`config.mk`:
```
export PLATFORM = sky130hd
export DESIGN_NAME = rcs_reset_config_sequencer
export DESIGN_NICKNAME = d
export VERILOG_FILES = /design/src/rtl/rcs_pkg.sv /design/src/rtl/rcs_reset_config_sequencer.sv
export SDC_FILE = /design/constraint.sdc
export NUM_CORES = 1
export LEC_CHECK = 0
export BUFFER_PORTS_ARGS = -buffer_cell sky130_fd_sc_hd__buf_2
export CORE_ASPECT_RATIO = 0.6
export CORE_MARGIN = 3
export CORE_UTILIZATION = 50
export CTS_CLUSTER_DIAMETER = 150
export CTS_CLUSTER_SIZE = 12
export DETAILED_ROUTE_END_ITERATION = 8
export PLACE_DENSITY = 0.8
export SLEW_MARGIN = 20
export SYNTH_ARGS = -nofsm -noshare
export SYNTH_HDL_FRONTEND = slang
export SYNTH_SLANG_ARGS = --single-unit
```
`constraint.sdc`:
```
create_clock -name clk_sys -period 3.5 [get_ports clk_sys]
set_input_delay 0.7 -clock clk_sys [delete_from_list [all_inputs] [get_ports clk_sys]]
set_output_delay 0.7 -clock clk_sys [all_outputs]
set_load 0.05 [all_outputs]
```
`src/rtl/rcs_pkg.sv`:
```
// Constants, states and carriers of the reset configuration sequencer
package rcs_pkg;

  // ----------------------------------------------------------------
  // Timing
  // ----------------------------------------------------------------
  localparam int CLK_MHZ = 50;
  localparam int MR_PULSE_NS = 20;
  localparam int MR_PULSE_CYC = (MR_PULSE_NS * CLK_MHZ + 999) / 1000;
  localparam int STRAP_HOLD_NS = 10;
  localparam int STRAP_HOLD_CYC = (STRAP_HOLD_NS * CLK_MHZ / 1000 > 0) ?
                                  STRAP_HOLD_NS * CLK_MHZ / 1000 : 1;
  localparam int HOST_WAIT_NOLOAD_MS = 15;
  localparam int HOST_WAIT_NODEV_MS = 150;

  // ----------------------------------------------------------------
  // Straps and EEPROM search
  // ----------------------------------------------------------------
  localparam int GPIO_W = 8;
  localparam int CFG_W = 4;
  localparam int SYNC_W = GPIO_W + 2;
  localparam int STRAP_CFG_LSB = 0;
  localparam int STRAP_SPI_BIT = 4;
  localparam int STRAP_EE_BIT = 5;
  localparam logic [6:0] EE_ADDR_FIRST = 7'h50;
  localparam logic [6:0] EE_ADDR_LAST = 7'h57;
  localparam logic [1:0] SPD_1MHZ = 2'h0;
  localparam logic [1:0] SPD_100KHZ = 2'h2;
  localparam logic [15:0] EE_OFF_LOW = 16'h0000;
  localparam logic [15:0] EE_OFF_HIGH = 16'hf000;

  // ----------------------------------------------------------------
  // Register map
  // ----------------------------------------------------------------
  localparam int AXI_ADDR_W = 8;
  localparam logic [AXI_ADDR_W-1:0] REG_STATUS = 8'h00;
  localparam logic [AXI_ADDR_W-1:0] REG_FUNC_EN = 8'h04;
  localparam logic [AXI_ADDR_W-1:0] REG_STRAP = 8'h08;
  localparam logic [GPIO_W-1:0] FUNC_EN_RST = 8'h00;
  localparam int ST_DONE = 0;
  localparam int ST_OTP_OK = 1;
  localparam int ST_OTP_ERR = 2;
  localparam int ST_NO_EE = 3;
  localparam int ST_EE_OK = 4;
  localparam int ST_EE_ERR = 5;
  localparam int ST_DEFAULTS = 6;
  localparam int ST_HOTFIX = 7;
  localparam int ST_UPDATED = 8;
  localparam int ST_SPI = 9;
  localparam int ST_CFG_LSB = 12;
  localparam logic [1:0] RESP_OKAY = 2'h0;
  localparam logic [1:0] RESP_SLVERR = 2'h2;
  localparam logic [1:0] RESP_DECERR = 2'h3;

  // ----------------------------------------------------------------
  // Types
  // ----------------------------------------------------------------
  typedef enum logic [3:0] {
    SQ_INFO = 4'h0, SQ_PLLCAL = 4'h1, SQ_WAITREL = 4'h3, SQ_DEFAULTS = 4'h2,
    SQ_PROBE = 4'h6, SQ_UPDATE = 4'h7, SQ_OTPCFG = 4'h5, SQ_EECFG = 4'h4,
    SQ_HOTFIX = 4'hc, SQ_PLLRECAL = 4'hd, SQ_SERIAL = 4'hf, SQ_APPLY = 4'he,
    SQ_MONITOR = 4'ha, SQ_ALARM = 4'hb, SQ_RUN = 4'h9
  } rcs_state_e;

  typedef enum logic [3:0] {
    CMD_NONE = 4'h0, CMD_INFO = 4'h1, CMD_PLL_CAL = 4'h2, CMD_DEFAULTS = 4'h3,
    CMD_PROBE = 4'h4, CMD_UPDATE = 4'h5, CMD_OTP_CFG = 4'h6, CMD_EE_CFG = 4'h7,
    CMD_HOTFIX = 4'h8, CMD_APPLY = 4'h9
  } rcs_cmd_e;

  typedef struct packed {
    rcs_cmd_e cmd;
    logic [6:0] devAddr;
    logic [1:0] speed;
    logic [15:0] offset;
    logic [CFG_W-1:0] cfgNum;
  } rcs_job_s;

  typedef struct packed {
    logic done;
    logic ok;
    logic fbDivProg;
    logic protoSpi;
  } rcs_rsp_s;

endpackage : rcs_pkg

```
`src/rtl/rcs_reset_config_sequencer.sv`:
```
// Reset configuration sequencer with AXI4-Lite status and control registers
//
// The AXI4-Lite register port and the placing of the registers were decided locally.
`timescale 1ns/100ps

module rcs_reset_config_sequencer import rcs_pkg::*; (
  input wire logic clk_sys,
  input wire logic rst_n,
  input wire logic masterResetN,
  input wire logic testModeN,
  input wire logic [GPIO_W-1:0] gpioIn,
  input wire rcs_rsp_s jobRsp,
  output logic jobReq,
  output rcs_job_s job,
  output logic clkOutEn,
  output logic gpioDrive,
  output logic serialEn,
  output logic serialSpi,
  output logic spi4Wire,
  output logic pllCalParallel,
  output logic monEn,
  output logic alarmEn,
  output logic [GPIO_W-1:0] funcPwrEn,
  input wire logic [AXI_ADDR_W-1:0] s_axi_awaddr,
  input wire logic s_axi_awvalid,
  output logic s_axi_awready,
  input wire logic [31:0] s_axi_wdata,
  input wire logic [3:0] s_axi_wstrb,
  input wire logic s_axi_wvalid,
  output logic s_axi_wready,
  output logic [1:0] s_axi_bresp,
  output logic s_axi_bvalid,
  input wire logic s_axi_bready,
  input wire logic [AXI_ADDR_W-1:0] s_axi_araddr,
  input wire logic s_axi_arvalid,
  output logic s_axi_arready,
  output logic [31:0] s_axi_rdata,
  output logic [1:0] s_axi_rresp,
  output logic s_axi_rvalid,
  input wire logic s_axi_rready
);

  typedef struct packed {
    rcs_state_e st;
    logic reqOn;
    rcs_job_s job;
    logic [GPIO_W-1:0] strap;
    logic mrPrev;
    logic [6:0] addr;
    logic [1:0] speed;
    logic offHigh;
    logic eePresent;
    logic updDone;
    logic otpOk;
    logic otpErr;
    logic noEe;
    logic eeOk;
    logic eeErr;
    logic hotfix;
    logic pllPar;
    logic serEn;
    logic serSpi;
    logic spi4;
    logic clkEn;
    logic gpioDrv;
    logic monOn;
    logic almOn;
    logic [GPIO_W-1:0] funcPwr;
  } rcs_seq_s;

  typedef struct packed {
    logic awHave;
    logic [AXI_ADDR_W-1:0] awAddr;
    logic wHave;
    logic [31:0] wData;
    logic [3:0] wStrb;
    logic awReady;
    logic wReady;
    logic bValid;
    logic [1:0] bResp;
    logic arReady;
    logic rValid;
    logic [31:0] rData;
    logic [1:0] rResp;
    logic [GPIO_W-1:0] funcEn;
  } rcs_bus_s;

  // ----------------------------------------------------------------
  // Pin synchronisers
  // ----------------------------------------------------------------
  // Straps ride the same two stages as the reset pin, so the strap word
  // and the reset edge stay aligned to the cycle.
  logic [SYNC_W-1:0] pinRaw;
  logic [SYNC_W-1:0] pinMeta_q;
  logic [SYNC_W-1:0] pinSync_q;
  logic mrN;
  logic testN;
  logic [GPIO_W-1:0] gpioS;

  assign pinRaw = {testModeN, masterResetN, gpioIn};

  generate
    for (genvar i = 0; i < SYNC_W; i++) begin : gSync
      always_ff @(posedge clk_sys) begin
        if (!rst_n) begin
          pinMeta_q[i] <= 1'h0;
          pinSync_q[i] <= 1'h0;
        end else begin
          pinMeta_q[i] <= pinRaw[i];
          pinSync_q[i] <= pinMeta_q[i];
        end
      end
    end
  endgenerate

  assign gpioS = pinSync_q[GPIO_W-1:0];
  assign mrN = pinSync_q[GPIO_W];
  assign testN = pinSync_q[GPIO_W+1];

  // ----------------------------------------------------------------
  // Sequencer
  // ----------------------------------------------------------------
  rcs_seq_s seq_q;
  rcs_seq_s seq_d;
  rcs_bus_s bus_q;
  rcs_bus_s bus_d;
  logic dn;

  function automatic rcs_cmd_e cmdOf(input rcs_state_e st);
    case (st)
      SQ_INFO: cmdOf = CMD_INFO;
      SQ_PLLCAL: cmdOf = CMD_PLL_CAL;
      SQ_DEFAULTS: cmdOf = CMD_DEFAULTS;
      SQ_PROBE: cmdOf = CMD_PROBE;
      SQ_UPDATE: cmdOf = CMD_UPDATE;
      SQ_OTPCFG: cmdOf = CMD_OTP_CFG;
      SQ_EECFG: cmdOf = CMD_EE_CFG;
      SQ_HOTFIX: cmdOf = CMD_HOTFIX;
      SQ_PLLRECAL: cmdOf = CMD_PLL_CAL;
      SQ_APPLY: cmdOf = CMD_APPLY;
      default: cmdOf = CMD_NONE;
    endcase
  endfunction : cmdOf

  assign dn = seq_q.reqOn && jobRsp.done;

  always_comb begin : seqNext
    seq_d = seq_q;
    seq_d.mrPrev = mrN;
    if (!seq_q.mrPrev && mrN) begin
      seq_d.strap = gpioS;
    end
    case (seq_q.st)
      SQ_INFO: if (dn) seq_d.st = SQ_PLLCAL;
      SQ_PLLCAL: if (dn) seq_d.st = SQ_WAITREL;
      SQ_WAITREL: if (mrN && testN) begin
        seq_d.st = SQ_DEFAULTS;
        {seq_d.otpOk, seq_d.otpErr, seq_d.noEe, seq_d.eeOk, seq_d.eeErr} = '0;
        {seq_d.hotfix, seq_d.pllPar, seq_d.eePresent} = '0;
      end
      SQ_DEFAULTS: begin
        seq_d.serSpi = seq_q.strap[STRAP_SPI_BIT];
        seq_d.spi4 = 1'h1;
        seq_d.addr = EE_ADDR_FIRST;
        seq_d.speed = SPD_1MHZ;
        seq_d.offHigh = 1'h0;
        if (dn) seq_d.st = seq_q.strap[STRAP_EE_BIT] ? SQ_PROBE : SQ_OTPCFG;
      end
      SQ_PROBE: if (dn) begin
        if (jobRsp.ok) begin
          seq_d.eePresent = 1'h1;
          seq_d.st = seq_q.updDone ? SQ_OTPCFG : SQ_UPDATE;
        end else if (seq_q.addr != EE_ADDR_LAST) begin
          seq_d.addr = seq_q.addr + 7'h01;
        end else begin
          seq_d.addr = EE_ADDR_FIRST;
          if (seq_q.speed == SPD_100KHZ) begin
            seq_d.noEe = 1'h1;
            seq_d.st = SQ_OTPCFG;
          end else begin
            seq_d.speed = seq_q.speed + 2'h1;
          end
        end
      end
      SQ_UPDATE: if (dn) begin
        if (jobRsp.ok) begin
          // Remembered across the restart so an applied update is not re-run forever
          seq_d.updDone = 1'h1;
          seq_d.st = SQ_INFO;
        end else if (seq_q.addr == EE_ADDR_LAST) begin
          seq_d.st = SQ_OTPCFG;
        end else begin
          seq_d.addr = seq_q.addr + 7'h01;
        end
      end
      SQ_OTPCFG: if (dn) begin
        seq_d.addr = EE_ADDR_FIRST;
        seq_d.offHigh = 1'h0;
        seq_d.st = seq_q.eePresent ? SQ_EECFG : SQ_HOTFIX;
        if (jobRsp.ok) begin
          seq_d.otpOk = 1'h1;
          seq_d.pllPar = jobRsp.fbDivProg;
          seq_d.serSpi = jobRsp.protoSpi;
        end else begin
          seq_d.otpErr = 1'h1;
        end
      end
      SQ_EECFG: if (dn) begin
        if (jobRsp.ok) begin
          seq_d.eeOk = 1'h1;
          seq_d.serSpi = jobRsp.protoSpi;
          seq_d.st = SQ_HOTFIX;
        end else if (!seq_q.offHigh) begin
          seq_d.offHigh = 1'h1;
        end else if (seq_q.addr == EE_ADDR_LAST) begin
          seq_d.eeErr = 1'h1;
          seq_d.st = SQ_HOTFIX;
        end else begin
          seq_d.offHigh = 1'h0;
          seq_d.addr = seq_q.addr + 7'h01;
        end
      end
      SQ_HOTFIX: if (dn) begin
        seq_d.hotfix = jobRsp.ok;
        seq_d.st = SQ_PLLRECAL;
      end
      SQ_PLLRECAL: begin
        if (!(seq_q.otpOk || seq_q.eeOk) || dn) begin
          seq_d.pllPar = 1'h0;
          seq_d.st = SQ_SERIAL;
        end
      end
      SQ_SERIAL: begin
        seq_d.serEn = 1'h1;
        seq_d.st = SQ_APPLY;
      end
      SQ_APPLY: if (dn) begin
        seq_d.clkEn = 1'h1;
        seq_d.gpioDrv = 1'h1;
        seq_d.st = SQ_MONITOR;
      end
      SQ_MONITOR: begin
        seq_d.monOn = 1'h1;
        seq_d.st = SQ_ALARM;
      end
      SQ_ALARM: begin
        seq_d.almOn = 1'h1;
        seq_d.st = SQ_RUN;
      end
      SQ_RUN: seq_d.funcPwr = bus_q.funcEn;
      default: seq_d.st = SQ_INFO;
    endcase
    if (!mrN) begin
      {seq_d.clkEn, seq_d.gpioDrv, seq_d.serEn, seq_d.monOn, seq_d.almOn} = '0;
      seq_d.funcPwr = FUNC_EN_RST;
      if (seq_q.st != SQ_INFO && seq_q.st != SQ_PLLCAL && seq_q.st != SQ_WAITREL) begin
        seq_d.st = SQ_INFO;
      end
    end
    // A request drops for a cycle between jobs so each command is seen fresh
    seq_d.reqOn = (cmdOf(seq_d.st) != CMD_NONE) && (seq_d.st == seq_q.st) && !dn;
    seq_d.job.cmd = cmdOf(seq_d.st);
    seq_d.job.devAddr = seq_d.addr;
    seq_d.job.speed = seq_d.speed;
    seq_d.job.offset = seq_d.offHigh ? EE_OFF_HIGH : EE_OFF_LOW;
    seq_d.job.cfgNum = seq_d.strap[STRAP_CFG_LSB +: CFG_W];
  end

  always_ff @(posedge clk_sys) begin
    if (!rst_n) begin
      seq_q <= '0;
      seq_q.st <= SQ_INFO;
      seq_q.job.cmd <= CMD_NONE;
    end else begin
      seq_q <= seq_d;
    end
  end

  // ----------------------------------------------------------------
  // AXI4-Lite slave
  // ----------------------------------------------------------------
  logic [31:0] statusWord;

  always_comb begin : statusBuild
    statusWord = '0;
    statusWord[ST_DONE] = seq_q.st == SQ_RUN;
    statusWord[ST_OTP_OK] = seq_q.otpOk;
    statusWord[ST_OTP_ERR] = seq_q.otpErr;
    statusWord[ST_NO_EE] = seq_q.noEe;
    statusWord[ST_EE_OK] = seq_q.eeOk;
    statusWord[ST_EE_ERR] = seq_q.eeErr;
    statusWord[ST_DEFAULTS] = (seq_q.st == SQ_RUN) && !seq_q.otpOk && !seq_q.eeOk;
    statusWord[ST_HOTFIX] = seq_q.hotfix;
    statusWord[ST_UPDATED] = seq_q.updDone;
    statusWord[ST_SPI] = seq_q.serSpi;
    statusWord[ST_CFG_LSB +: CFG_W] = seq_q.otpOk ? seq_q.job.cfgNum : '0;
  end

  always_comb begin : busNext
    bus_d = bus_q;
    if (s_axi_awvalid && bus_q.awReady) begin
      bus_d.awHave = 1'h1;
      bus_d.awAddr = s_axi_awaddr;
    end
    if (s_axi_wvalid && bus_q.wReady) begin
      bus_d.wHave = 1'h1;
      bus_d.wData = s_axi_wdata;
      bus_d.wStrb = s_axi_wstrb;
    end
    if (bus_q.bValid && s_axi_bready) bus_d.bValid = 1'h0;
    if (bus_q.awHave && bus_q.wHave) begin
      bus_d.awHave = 1'h0;
      bus_d.wHave = 1'h0;
      bus_d.bValid = 1'h1;
      bus_d.bResp = RESP_OKAY;
      if (!seq_q.serEn) begin
        bus_d.bResp = RESP_SLVERR;
      end else if (bus_q.awAddr == REG_FUNC_EN) begin
        if (bus_q.wStrb[0]) bus_d.funcEn = bus_q.wData[GPIO_W-1:0];
      end else if (bus_q.awAddr != REG_STATUS && bus_q.awAddr != REG_STRAP) begin
        bus_d.bResp = RESP_DECERR;
      end
    end
    if (bus_q.rValid && s_axi_rready) bus_d.rValid = 1'h0;
    if (s_axi_arvalid && bus_q.arReady) begin
      bus_d.rValid = 1'h1;
      bus_d.rData = '0;
      bus_d.rResp = RESP_OKAY;
      if (!seq_q.serEn) begin
        bus_d.rResp = RESP_SLVERR;
      end else begin
        case (s_axi_araddr)
          REG_STATUS: bus_d.rData = statusWord;
          REG_FUNC_EN: bus_d.rData[GPIO_W-1:0] = bus_q.funcEn;
          REG_STRAP: bus_d.rData[GPIO_W-1:0] = seq_q.strap;
          default: bus_d.rResp = RESP_DECERR;
        endcase
      end
    end
    bus_d.awReady = !bus_d.awHave && !bus_d.bValid;
    bus_d.wReady = !bus_d.wHave && !bus_d.bValid;
    bus_d.arReady = !bus_d.rValid;
  end

  always_ff @(posedge clk_sys) begin
    if (!rst_n) begin
      bus_q <= '0;
      bus_q.funcEn <= FUNC_EN_RST;
    end else begin
      bus_q <= bus_d;
    end
  end

  // ----------------------------------------------------------------
  // Outputs
  // ----------------------------------------------------------------
  assign jobReq = seq_q.reqOn;
  assign job = seq_q.job;
  assign clkOutEn = seq_q.clkEn;
  assign gpioDrive = seq_q.gpioDrv;
  assign serialEn = seq_q.serEn;
  assign serialSpi = seq_q.serSpi;
  assign spi4Wire = seq_q.spi4;
  assign pllCalParallel = seq_q.pllPar;
  assign monEn = seq_q.monOn;
  assign alarmEn = seq_q.almOn;
  assign funcPwrEn = seq_q.funcPwr;
  assign s_axi_awready = bus_q.awReady;
  assign s_axi_wready = bus_q.wReady;
  assign s_axi_bvalid = bus_q.bValid;
  assign s_axi_bresp = bus_q.bResp;
  assign s_axi_arready = bus_q.arReady;
  assign s_axi_rvalid = bus_q.rValid;
  assign s_axi_rdata = bus_q.rData;
  assign s_axi_rresp = bus_q.rResp;
endmodule : rcs_reset_config_sequencer

```
==> results.cfg <==
[status]
outcome = finished, final reports clean

[floorplan]
die-height_um = 87.8
core_area_sq_mm = 0.0107
num_rows = 29
start_util_pct = 52.1
die_area_sq_mm = 0.0125
die_w_um = 142
pin_count = 164

[setup_path]
startpoint = seq_q[77]
path_buf_inv = 2
reg2reg_from = seq_q[77]
required_ps = 3820
start_kind = register
slowest_stage = dfxtp_1
slowest_delay_ps = 660
crit_type = register to register
crit_chain = nor2b_1 -> a31oi_1 -> o21ai_0 -> a211oi_2 -> nor2_1 -> inv_1 -> ha_1 -> inv_1 -> a21boi_0 -> o22ai_1 -> a311oi_2
cp.arrival_ps = 3310
crit_top_cell = inv_1
worstSetupEndpointType = register
cpLargestDelayFamily = compound AO/OA/AOI/OAI gates
critPathMaxFanout = 16

[power]
leakage_nw = 2.75
max-vdd-ir-drop_v = 0.000338
p_per_area_mw_per_mm2 = 587

[detailed_routing]
dr_total_vias = 4720
ant_nets = 0
routed_wl_mm = 14.1
dr.pass1.iters = 5
avgRoutedWirePerCell_um = 16.2
viasPerCell = 5.44
drc = 0
drt_iter0_drc = 420

[finish]
drive_gt1_share_pct = 21.3
fin_nets = 793
area_delta_synth_final_pct = 13.8
antennaDiodeCount = 0
final_util_pct = 59.3

[sta]
rsz0062_at_grt = false
hold_violations = 0
setup_violations = 0
period_minus_slack_ps = 2990
slew_viol_final = 0
slew_headroom_pct = 33.5
finalClockSkew_ps = 11.9
timing.fmax_mhz = 335
tns_ps = 0
fin_crit_sh_pct = 85.3
tightest_slew_ps = 990

[global_route]
grt_max_degree = 60
gr-total-overflow = 0
antenna_found_initial = 0
grt_pass1_vias = 4481
grt_pass1_wl_mm = 22.5
grt_use_total_pct = 22.9

[logic_synthesis]
syn_area_sq_mm = 0.00558
async_flop_share_pct = 0
syn_inst = 665
synth_top_area_share_pct = 43.4
ys_seq_area_share_pct = 43.4
yosysUniqueCellTypes = 59
ys_warn_count = 0
yosys_register_bits = 121
avgSynthCellArea_sq_um = 8.39
synth_area_leaders = dfxtp_1, buf_4, a21oi_1
synthFlopType = dfxtp_1
synth_edf_count = 0
synth_top_area_cell = dfxtp_1

[clock_tree]
cts_buffer_depth = 2
clk_latency_ps = 420
clockRootBuffer = clkbuf_16
post_cts_buffers = 0
ctsResizeCount = 0
h-tree-depth = 4
clkTransAtPathRegs_ps = 60
cts_hold_buf = 0
cts_buffers = 17
clock_sinks = 121
cts_tree = built

[placed_design]
routabilityCongestion = 0.914
io_buffers = 106
dp_hpwl_mm = 10.1

[worst_hold_path]
hp-class = register to register
hp-start = pinMeta_q[3]

[flow_run]
drv_cap = 0
state kept, by name (all words and copies together), names as in the netlist, named ones only:
| name | cells |
|---|---|
| alarmEn | 1 |
| bus_q | 27 |
| funcPwrEn | 8 |
| gpioDrive | 1 |
| gpioS | 8 |
| job | 4 |
| jobReq | 1 |
| monEn | 1 |
| mrN | 1 |
| pinMeta_q | 10 |
| pllCalParallel | 1 |
| s_axi_arready | 1 |
| s_axi_awready | 1 |
| s_axi_bresp | 2 |
| s_axi_bvalid | 1 |
| s_axi_rdata | 14 |
| s_axi_rresp | 2 |
| s_axi_rvalid | 1 |
| s_axi_wready | 1 |
| seq_q | 30 |
| serialEn | 1 |
| serialSpi | 1 |
| spi4Wire | 1 |
| testN | 1 |
power breakdown:
part / switching (mW) / total (mW) / internal [mW] / leakage, nW
combinational: 0.330 / 0.452 / 0.121 / 1.46
sequential: 0.0407 / 1.46 / 1.42 / 0.983
clock: 0.645 / 1.81 / 1.16 / 0.300
kinds of logic after synthesis:
kind of cell,after synthesis,synth area share [%]
fa+ha+maj,4,0.897
flops,121,43.4
buf+inv,127,14.0
compound gates,143,16.3
xor+xnor,1,0.157
mux,23,4.22
other cells,1,0.0672
simple gates,245,20.9
worst reg2reg max path, cell delays in order, from the launching register on:
cell and delay [ps]:
dfxtp_1 660, nor2b_1 270, a31oi_1 210, o21ai_0 150, a211oi_2 460, nor2_1 120
inv_1 130, ha_1 170, inv_1 50, a21boi_0 230, o22ai_1 160, a311oi_2 300
layer usage:
metal	up-vias	global-route usage (%)	wire length [um]	share of wire [%]
met1	2202	31.0	6400	45
met5	-	0	0	0
met2	232	35.5	6240	44
met4	0	7.59	148	1.1
li1	2266	-	-	-
met3	20	6.76	1310	9.3
synth_stat cells (3+ instances only):
master    count
a31oi_1       8
nor2b_1      10
buf_1         5
nand2_1      77
a211oi_1      4
nand4_1       3
inv_1        16
nand3_1      15
o21ai_0      23
nor2_1       74
a21oi_1      60
clkbuf_1     18
mux2i_1      22
nor4_1        5
and3_1        6
buf_2         8
ha_1          4
o21a_1        3
a22oi_1      14
or3_1         4
dfxtp_1     121
o211ai_1      3
nand2b_1      7
buf_4        79
nor3_1        9
and2_1       26
area by class of cell:
type,count,area [sq um]
clock inverter,13,168
timing repair buffer,113,583
clock buffer,19,453
sequential,121,2420
tap,139,174
inverter,17,65.1
multi-input combinational,446,2480
fill,910,4360
metrics by stage:
step / power (mW) / std cells / setup WS [ps] / hold WS (ps) / cell area [sq um]
floorplan: 1.86 / 694 / 999 / 412 / 5690
global placement: 1.92 / 836 / 616 / 418 / 5730
detailed placement: 1.94 / 836 / 451 / 417 / 5730
CTS: 3.74 / 868 / 623 / 430 / 6350
global route: 3.86 / 868 / 326 / 453 / 6350
finish: 3.73 / 868 / 513 / 424 / 6350
cell usage in the layout (no fill, tap or decap), types with 4 or more instances in the layout:
cell type	Yosys	final
a211oi_1	4	4
a21oi_1	60	60
a22oi_1	14	14
a31oi_1	8	8
and2_1	26	26
and3_1	6	6
buf_2	8	106
buf_4	79	7
clkbuf_16	0	17
conb_1	1	30
dfxtp_1	121	121
ha_1	4	4
inv_1	16	16
mux2i_1	22	22
nand2_1	77	77
nand2b_1	7	7
nand3_1	15	15
nor2_1	74	74
nor2b_1	10	10
nor3_1	9	9
nor4_1	5	5
o21ai_0	23	23
or3_1	4	4
path summary, 6_finish.rpt:
check,cells past startpoint,slack (ps),endpoint
max,11,510,jobReq
min,1,420,gpioS[3]
min reg2reg,1,420,gpioS[3]
max reg2reg,11,510,jobReq
Power figures use the tool's default switching activity.
